--- config.mk ---
export PLATFORM = sky130hd
export DESIGN_NAME = vic_ctrl
export DESIGN_NICKNAME = d
export VERILOG_FILES = /design/src/vic_pkg.sv /design/src/vic_sync.sv /design/src/vic_ctrl.sv
export SDC_FILE = /design/constraint.sdc
export NUM_CORES = 1
export LEC_CHECK = 0
export BUFFER_PORTS_ARGS = -buffer_cell sky130_fd_sc_hd__buf_2
export CAP_MARGIN = 10
export CORE_MARGIN = 3
export CORE_UTILIZATION = 40
export CTS_BUF_LIST = sky130_fd_sc_hd__clkbuf_8
export DETAILED_ROUTE_END_ITERATION = 10
export PLACE_DENSITY = 0.73
export SLEW_MARGIN = 0
export SYNTH_ARGS = -nofsm -noshare
export SYNTH_HDL_FRONTEND = slang
export SYNTH_SLANG_ARGS = --single-unit
--- constraint.sdc ---
create_clock -name sys_clk -period 7.3 [get_ports sys_clk]
set_input_delay 1.825 -clock sys_clk [delete_from_list [all_inputs] [get_ports sys_clk]]
set_output_delay 1.825 -clock sys_clk [all_outputs]
set_load 0.01 [all_outputs]
--- src/vic_pkg.sv ---
// Package with constants for the vectored interrupt controller.
package vic_pkg;
  // ==========================================================================
  // Source indices and arbitration ranks.
  localparam int unsigned NUM_SRC   = 8;
  localparam logic [2:0]  SRC_RST   = 3'h0;
  localparam logic [2:0]  SRC_NMI   = 3'h1;
  localparam logic [2:0]  SRC_E2    = 3'h2;
  localparam logic [2:0]  SRC_E3    = 3'h3;
  localparam logic [2:0]  SRC_E4    = 3'h4;
  localparam logic [2:0]  SRC_TMR   = 3'h5;
  localparam logic [2:0]  SRC_SER   = 3'h6;
  localparam logic [2:0]  SRC_HI    = 3'h7;
  // ==========================================================================
  // Vector addresses (low word of each pair).
  localparam logic [15:0] VEC_RST   = 16'hFFFE;
  localparam logic [15:0] VEC_NMI   = 16'hFFFC;
  localparam logic [15:0] VEC_E2    = 16'hFFFA;
  localparam logic [15:0] VEC_E3    = 16'hFFF8;
  localparam logic [15:0] VEC_E4    = 16'hFFF6;
  localparam logic [15:0] VEC_TMR   = 16'hFFF4;
  localparam logic [15:0] VEC_SER   = 16'hFFF2;
  localparam logic [15:0] VEC_HI    = 16'hFFF0;
  // ==========================================================================
  // Reset values and stack step.
  localparam logic [7:0]  PEND_RST  = 8'h00;
  localparam logic [7:0]  ENAB_RST  = 8'h00;
  localparam logic [2:0]  POL_RST   = 3'h0;
  localparam logic [15:0] SP_STEP   = 16'h0002;
  localparam logic [15:0] SP_RST    = 16'h0000;
  localparam logic [15:0] PC_RST    = 16'h0000;
  // ==========================================================================
  // Power states.
  typedef enum logic [1:0] {
    VIC_RUN  = 2'b00,
    VIC_IDLE = 2'b01,
    VIC_HALT = 2'b10
  } vic_pwr_t;
endpackage : vic_pkg

--- src/vic_sync.sv ---
// Three-stage pin synchroniser with agreement filter.
`timescale 1ns/1ps
`default_nettype none
module vic_sync (
  input  wire logic sys_clk,
  input  wire logic sys_rst,
  input  wire logic pinIn,
  output logic      pinOut
);
  logic stage1;
  logic stage2;
  logic stage3;

  // ==========================================================================
  // Stage one is read only by stage two.
  always_ff @(posedge sys_clk) begin
    if (sys_rst) begin
      stage1 <= 1'b0;
      stage2 <= 1'b0;
      stage3 <= 1'b0;
    end else begin
      stage1 <= pinIn;
      stage2 <= stage1;
      stage3 <= stage2;
    end
  end

  always_ff @(posedge sys_clk) begin
    if (sys_rst) begin
      pinOut <= 1'b0;
    end else if (stage2 == stage3) begin
      pinOut <= stage3;
    end
  end
endmodule : vic_sync
`default_nettype wire

--- src/vic_ctrl.sv ---
// Vectored interrupt controller with pending, enable and power-save logic.
`timescale 1ns/1ps
`default_nettype none
// What this block does
// - Edge pins two to four own vectors.
// - Lowest rank number wins simultaneous requests.
// - Timer overflow requests rank five; free timer overflow does not.
// - Serial done or low pin: rank six.
// - High-level pin ranks last, lowest vector.
// - Interrupts wait for instruction end; reset immediate.
// - Reset, shared pin low; high pin level.
// - Others edge; nonmaskable on rising edge.
// - Polarity bits select edge pins' edge.
// - Reset, nonmaskable unmaskable; others individually enabled.
// - Maskable needs own and global enable.
// - Pending flags set regardless of enable.
// - Hardware clears nonmaskable and edge pin flags on service.
// - Nonmaskable flag read-only; edge flags write-zero-clear.
// - Idle exits on reset, nonmaskable, free timer.
// - Halt exits only on reset or nonmaskable.
// - Halt enable writable only once.
// - Acknowledge pushes, saves enable, clears it, vectors.
// - Restoring return re-enables if saved enable set.
module vic_ctrl
  import vic_pkg::*;
(
  input  wire logic        sys_clk,
  input  wire logic        sys_rst,
  input  wire logic        reset_n_pin,
  input  wire logic        nonmaskable_pin,
  input  wire logic        edge_pin_two,
  input  wire logic        edge_pin_three,
  input  wire logic        edge_pin_four,
  input  wire logic        shared_low_level_irq_pin,
  input  wire logic        high_level_irq_pin,
  input  wire logic        timerOverflow,
  input  wire logic        freeTimerOverflow,
  input  wire logic        serialRxDone,
  input  wire logic        serialTxDone,
  input  wire logic        serial_rx_irq_enable,
  input  wire logic        serial_tx_irq_enable,
  input  wire logic        instrDone,
  input  wire logic        return_restore_enable,
  input  wire logic        plainReturn,
  input  wire logic        enableWrite,
  input  wire logic [7:0]  enableWrData,
  input  wire logic        pendWrite,
  input  wire logic [7:0]  pendWrData,
  input  wire logic        condWrite,
  input  wire logic [2:0]  condWrData,
  input  wire logic        haltEnWrite,
  input  wire logic        haltEnWrData,
  input  wire logic        idleRequest,
  input  wire logic        haltRequest,
  input  wire logic [15:0] stackPopData,
  output logic [7:0]       irq_enable_reg,
  output logic [7:0]       irq_pending_reg,
  output logic [2:0]       irq_condition_reg,
  output logic             global_irq_enable,
  output logic             saved_global_enable,
  output logic             haltEnable,
  output logic             haltEnLocked,
  output logic [1:0]       powerState,
  output logic             coreReset,
  output logic             intAck,
  output logic [2:0]       ackSource,
  output logic [15:0]      vectorAddr,
  output logic [15:0]      programCounter,
  output logic [15:0]      stackPointer,
  output logic [15:0]      pushData,
  output logic             pushStrobe
);
  // ==========================================================================
  // Pin synchronisers.
  logic [5:0] pinRaw;
  logic [5:0] pinSync;
  // The low pin is inverted ahead of its synchroniser so that the reset value
  // matches its idle level and no false request follows reset.
  assign pinRaw = {high_level_irq_pin, ~shared_low_level_irq_pin,
                   edge_pin_four, edge_pin_three, edge_pin_two,
                   nonmaskable_pin};

  for (genvar g = 0; g < 6; g++) begin : gSync
    vic_sync uSync (
      .sys_clk (sys_clk),
      .sys_rst (sys_rst),
      .pinIn   (pinRaw[g]),
      .pinOut  (pinSync[g])
    );
  end

  logic       nmiLvl;
  logic [2:0] edgeLvl;
  logic       lowLvl;
  logic       hiLvl;
  logic       resetReq;
  logic       resetSyncA;
  logic       resetSyncB;
  logic       resetSyncC;
  assign nmiLvl  = pinSync[0];
  assign edgeLvl = pinSync[3:1];
  assign lowLvl  = pinSync[4];
  assign hiLvl   = pinSync[5];

  // ==========================================================================
  // Reset pin is an active-low level request.
  always_ff @(posedge sys_clk) begin
    if (sys_rst) begin
      resetSyncA <= 1'b1;
      resetSyncB <= 1'b1;
      resetSyncC <= 1'b1;
      resetReq   <= 1'b0;
    end else begin
      resetSyncA <= reset_n_pin;
      resetSyncB <= resetSyncA;
      resetSyncC <= resetSyncB;
      if (resetSyncB == resetSyncC) begin
        resetReq <= ~resetSyncC;
      end
    end
  end

  // ==========================================================================
  // Edge detection.
  logic       nmiPrev;
  logic [2:0] edgePrev;
  logic       nmiEvent;
  logic [2:0] edgeEvent;

  always_ff @(posedge sys_clk) begin
    if (sys_rst) begin
      nmiPrev  <= 1'b0;
      edgePrev <= 3'h0;
    end else begin
      nmiPrev  <= nmiLvl;
      edgePrev <= edgeLvl;
    end
  end

  assign nmiEvent = nmiLvl & ~nmiPrev;
  // Polarity bit high selects a rising edge, low a falling edge.
  assign edgeEvent = (irq_condition_reg & edgeLvl & ~edgePrev)
                   | (~irq_condition_reg & ~edgeLvl & edgePrev);

  always_ff @(posedge sys_clk) begin
    if (sys_rst) begin
      irq_condition_reg <= POL_RST;
    end else if (condWrite) begin
      irq_condition_reg <= condWrData;
    end
  end

  // ==========================================================================
  // Level-sensed requests.
  logic serialReq;
  logic serialEnable;
  // The low pin is OR'ed with serial completion; a floating pin must read high.
  assign serialReq = lowLvl
                   | (serialRxDone & serial_rx_irq_enable)
                   | (serialTxDone & serial_tx_irq_enable);
  assign serialEnable = irq_enable_reg[SRC_SER];

  // ==========================================================================
  // Enable register; bit 0 is the global enable.
  logic ackNow;
  logic [2:0] winner;

  always_ff @(posedge sys_clk) begin
    if (sys_rst || resetReq) begin
      irq_enable_reg[7:1] <= ENAB_RST[7:1];
    end else if (enableWrite) begin
      irq_enable_reg[7:1] <= enableWrData[7:1];
    end
  end

  always_ff @(posedge sys_clk) begin
    if (sys_rst || resetReq) begin
      global_irq_enable   <= 1'b0;
      saved_global_enable <= 1'b0;
    end else if (ackNow) begin
      saved_global_enable <= global_irq_enable;
      global_irq_enable   <= 1'b0;
    end else if (return_restore_enable && saved_global_enable) begin
      global_irq_enable <= 1'b1;
    end else if (enableWrite) begin
      global_irq_enable <= enableWrData[0];
    end
  end
  assign irq_enable_reg[0] = global_irq_enable;

  // ==========================================================================
  // Pending flags: hardware sets win over every clear.
  logic [7:0] setPend;
  logic [7:0] clrPend;

  always_comb begin
    setPend          = 8'h00;
    setPend[SRC_NMI] = nmiEvent;
    setPend[SRC_E2]  = edgeEvent[0];
    setPend[SRC_E3]  = edgeEvent[1];
    setPend[SRC_E4]  = edgeEvent[2];
    setPend[SRC_TMR] = timerOverflow;
    setPend[SRC_SER] = serialReq;
    setPend[SRC_HI]  = hiLvl;
    clrPend = 8'h00;
    if (pendWrite) begin
      clrPend[SRC_E2]  = ~pendWrData[SRC_E2];
      clrPend[SRC_E3]  = ~pendWrData[SRC_E3];
      clrPend[SRC_E4]  = ~pendWrData[SRC_E4];
      clrPend[SRC_TMR] = ~pendWrData[SRC_TMR];
    end
    if (ackNow) begin
      case (winner)
        SRC_NMI, SRC_E2, SRC_E3, SRC_E4: begin
          clrPend[winner] = 1'b1;
        end
        default: begin
        end
      endcase
    end
  end

  // Level sources track their input; they cannot be latched or written.
  always_ff @(posedge sys_clk) begin
    if (sys_rst || resetReq) begin
      irq_pending_reg <= PEND_RST;
    end else begin
      irq_pending_reg[5:0] <= (irq_pending_reg[5:0] & ~clrPend[5:0])
                            | setPend[5:0];
      irq_pending_reg[7:6] <= setPend[7:6];
    end
  end

  // ==========================================================================
  // Arbitration: lowest rank number first.
  logic [7:0] eligible;
  logic       anyReq;
  always_comb begin
    eligible          = irq_pending_reg & irq_enable_reg
                      & {8{global_irq_enable}};
    eligible[SRC_RST] = 1'b0;
    eligible[SRC_NMI] = irq_pending_reg[SRC_NMI];
    if (!serialEnable) begin
      eligible[SRC_SER] = 1'b0;
    end
    winner = SRC_HI;
    anyReq = 1'b0;
    for (int i = NUM_SRC - 1; i >= 1; i--) begin
      if (eligible[i]) begin
        winner = 3'(i);
        anyReq = 1'b1;
      end
    end
  end

  function automatic logic [15:0] vecOf(input logic [2:0] src);
    case (src)
      SRC_RST: vecOf = VEC_RST;
      SRC_NMI: vecOf = VEC_NMI;
      SRC_E2:  vecOf = VEC_E2;
      SRC_E3:  vecOf = VEC_E3;
      SRC_E4:  vecOf = VEC_E4;
      SRC_TMR: vecOf = VEC_TMR;
      SRC_SER: vecOf = VEC_SER;
      SRC_HI:  vecOf = VEC_HI;
      default: vecOf = VEC_RST;
    endcase
  endfunction : vecOf

  // ==========================================================================
  // Power state and halt-enable lock.
  vic_pwr_t pwr;
  logic     wakeIdle;
  logic     wakeHalt;
  assign wakeIdle = nmiEvent | freeTimerOverflow;
  assign wakeHalt = nmiEvent;
  assign powerState = pwr;

  always_ff @(posedge sys_clk) begin
    if (sys_rst) begin
      haltEnable   <= 1'b0;
      haltEnLocked <= 1'b0;
    end else if (haltEnWrite && !haltEnLocked) begin
      haltEnable   <= haltEnWrData;
      haltEnLocked <= 1'b1;
    end
  end

  always_ff @(posedge sys_clk) begin
    if (sys_rst || resetReq) begin
      pwr <= VIC_RUN;
    end else begin
      case (pwr)
        VIC_RUN: begin
          if (haltRequest && haltEnable) begin
            pwr <= VIC_HALT;
          end else if (idleRequest) begin
            pwr <= VIC_IDLE;
          end
        end
        VIC_IDLE: begin
          if (wakeIdle) begin
            pwr <= VIC_RUN;
          end
        end
        VIC_HALT: begin
          if (wakeHalt) begin
            pwr <= VIC_RUN;
          end
        end
        default: pwr <= VIC_RUN;
      endcase
    end
  end

  // ==========================================================================
  // Acknowledge at instruction boundary; reset acts at once.
  assign ackNow = instrDone && anyReq && (pwr == VIC_RUN);
  assign coreReset = resetReq;

  always_ff @(posedge sys_clk) begin
    if (sys_rst) begin
      intAck         <= 1'b0;
      ackSource      <= SRC_RST;
      vectorAddr     <= VEC_RST;
      programCounter <= PC_RST;
      stackPointer   <= SP_RST;
      pushData       <= 16'h0000;
      pushStrobe     <= 1'b0;
    end else if (resetReq) begin
      intAck         <= 1'b1;
      ackSource      <= SRC_RST;
      vectorAddr     <= VEC_RST;
      programCounter <= VEC_RST;
      stackPointer   <= SP_RST;
      pushStrobe     <= 1'b0;
    end else if (ackNow) begin
      intAck         <= 1'b1;
      ackSource      <= winner;
      vectorAddr     <= vecOf(winner);
      pushData       <= programCounter;
      pushStrobe     <= 1'b1;
      stackPointer   <= stackPointer + SP_STEP;
      programCounter <= vecOf(winner);
    end else begin
      intAck     <= 1'b0;
      pushStrobe <= 1'b0;
      if (return_restore_enable || plainReturn) begin
        stackPointer   <= stackPointer - SP_STEP;
        programCounter <= stackPopData;
      end
    end
  end
endmodule : vic_ctrl
`default_nettype wire

==> flow_summary_export.csv <==
group,metric,value,unit
run_status,status,"finished, final reports clean",
power_and_ir_drop,power.share.switching,33.6,%
cts,clock-sinks,111,
flow_run,drv_cap,0,
floorplan,initial_core_util,42.0,%
global_routing,antenna_found_initial,0,
sta,skew,0.0119,ns
synth,synth_top_area_share,47.5,%
synth,synth_edf_count,0,
power_and_ir_drop,p_comb_share,30.1,%
global_routing,grt_max_degree,73,
sta,setup_viol,0,
sta,whs,0.425,ns
power_and_ir_drop,p_int,1.00,mW
detailed_routing,drc_errors,0,
power_and_ir_drop,ir_worst_vdd,0.000225,V
global_routing,gr-total-overflow,0,
detailed_routing,wl_per_cell,14.0,µm
synth,yosysMostFrequentCell,"dfxtp_1",
sta,slew_violations,0,
floorplan,die_h,114,µm
sta,rsz0062_at_grt,"false",
floorplan,rows,38,
worst_setup_path,worstSetupStartpointType,"input port",
sta,fmax,249,MHz
synth,synth_cell_type_count,50,
synth,synth_top_cells_by_count,"111 x dfxtp_1, 108 x nand2_1, 55 x a21oi_1, 53 x nor2_1, 25 x nor2b_1",
worst_setup_path,crit_required,7.58,ns
synth,yosys.area.top_type,"dfxtp_1",
power_and_ir_drop,p_leak,2.57,nW
synth,ys_seq_area_share,47.5,%
detailed_routing,drt-initial-drc-count,163,
floorplan,ios,155,
final_layout,layout.nets,740,
detailed_routing,viasPerCell,4.98,
placed_design,dp_hpwl,8.25,mm
power_and_ir_drop,p_total,1.51,mW
worst_setup_path,crit_fanout,31,
worst_setup_path,worstPathArrival,4.30,ns
synth,ys_ff_latch,111,
cts,insertion_delay,0.38,ns
cts,cts_tree,"yes",
synth,ys.warnings.count,0,
power_and_ir_drop,clkPwrFrac,24.6,%
synth,synth_flop_cell,"dfxtp_1",
final_layout,diodes,0,
cts,root_buffer,"clkbuf_8",
global_routing,grtUsageTotal,17.0,%
floorplan,die_w,114,µm
cts,cts_buffer_depth,2,
worst_setup_path,cp-end-kind,"flop",
sta,finalHoldViolCount,0,
synth,synth_cells,543,
final_layout,utilization,50.0,%
power_and_ir_drop,power.density,271,mW/mm²
cts,cts_hold_buf,0,
sta,period_needed,4.02,ns
cts,clkSlewWorstSetupHoldPaths,0.11,ns
synth,syn_area_per_cell,8.62,µm²
sta,tightestPinTransition,1.18,ns
final_layout,syn2layout_area_growth,18.9,%
worst_hold_path,hold_class,"flop to flop",
final_layout,reg_top3,"programCounter: 16 flops, pushData: 16 flops, stackPointer: 15 flops",
final_layout,drive_gt1_share,25.6,%
synth,synth.area.top_cells,"dfxtp_1 47%, nand2_1 8.7%, a21oi_1 5.9%, ha_1 4.3%, nor2_1 4.3%",
synth,synth.cell_area,0.00468,mm²
global_routing,grt_pass1_wl,17.9,mm
power_and_ir_drop,p_seq_share,45.4,%
cts,htree_levels,3,
detailed_routing,routed_wl,11.3,mm
placed_design,gp_congestion,0.871,
sta,fin_tns_setup,0,ns
global_routing,first_global_vias,3733,
worst_setup_path,crit_type,"input port to flop",
synth,async_flop_share,0,%
cts,post_cts_resized,0,
power_and_ir_drop,switchingPower,0.508,mW
cts,numCtsBuffers,9,
detailed_routing,dr.pass1.iters,4,
final_layout,final_cells,808,
cts,post_cts_buffers,0,
floorplan,die_area,0.0130,mm²
sta,maxSlewHeadroom,20.9,%
placed_design,port_buffers,136,
detailed_routing,num_vias,4020,
floorplan,core_area,0.0111,mm²
sta,final.period_utilization,55.1,%
detailed_routing,ant_nets,0,
placed_design,placed_cells,792,
## cell families (layout without fill, tap and decap cells)
kind of cell | after synthesis | count (layout) | share of synthesized area [%]
other cells | 2 | 14 | 0.161
simple gates | 223 | 223 | 21.7
xor+xnor | 10 | 10 | 1.87
mux | 14 | 14 | 3.02
flops | 111 | 111 | 47.5
compound gates | 117 | 117 | 15.2
fa+ha+maj | 17 | 17 | 4.71
buf+inv | 49 | 162 | 5.83
## final timing paths
kind | startpoint | to | slack [ns] | depth (start not counted)
worst max-delay path | instrDone | stackPointer[14] | 3.28 | 11
worst min-delay path | resetSyncA | resetSyncB | 0.42 | 1
worst max register to register | irq_enable_reg[3] | stackPointer[14] | 3.86 | 11
worst min register to register | resetSyncA | resetSyncB | 0.42 | 1
## metal layers
| metal | track usage, % | vias up | part of all wire [%] |
|---|---|---|---|
| li1 | - | 2043 | - |
| met1 | 19.7 | 1835 | 42 |
| met2 | 29.7 | 119 | 50 |
| met3 | 4.76 | 23 | 5.0 |
| met4 | 6.25 | 0 | 2.5 |
| met5 | 0 | - | 0 |
## critical path, cell delays in order
cell and delay, ns:
buf_2 0.07, nand2_1 0.10, o21bai_4 0.40, ha_1 0.43, a21oi_1 0.14, nand2_1 0.07
a31oi_1 0.26, o21ai_0 0.25, a221oi_1 0.40, nor4_1 0.09, a211o_1 0.24
## power by group through the flow
stage	clock, mW	sequential [mW]	combinational, mW
global route	0.411	0.690	0.505
floorplan	0	0.711	0.324
finish	0.371	0.685	0.454
global placement	0	0.696	0.431
detailed placement	0	0.698	0.447
CTS	0.390	0.684	0.451
## layout make-up
class	count	area, µm²
Clock buffer	10	138
Clock inverter	6	70.1
Fill cell	1089	5560
Inverter	8	32.5
Multi-Input combinational cell	395	2230
Sequential cell	111	2220
Tap cell	140	175
Timing Repair Buffer	138	696
## metrics by stage
| step | worst slack (ns) | instance area [µm²] |
|---|---|---|
| final | 3.28 | 5560 |
| after CTS | 3.31 | 5560 |
| after floorplan | 3.28 | 4720 |
| after detailed placement | 2.88 | 5350 |
| after global placement | 2.92 | 5350 |
| after global routing | 3.12 | 5560 |
## placed cells by master (no fill, tap or decap), types with 10 or more instances in the layout
master    instances
ha_1             16
o21ai_0          17
a31oi_1          15
conb_1           14
nor2_1           53
clkbuf_8         10
mux2i_1          13
nand2_1         108
a21oi_1          55
buf_2           136
nor2b_1          25
dfxtp_1         111
No activity file was read; power rests on OpenSTA's default activity.
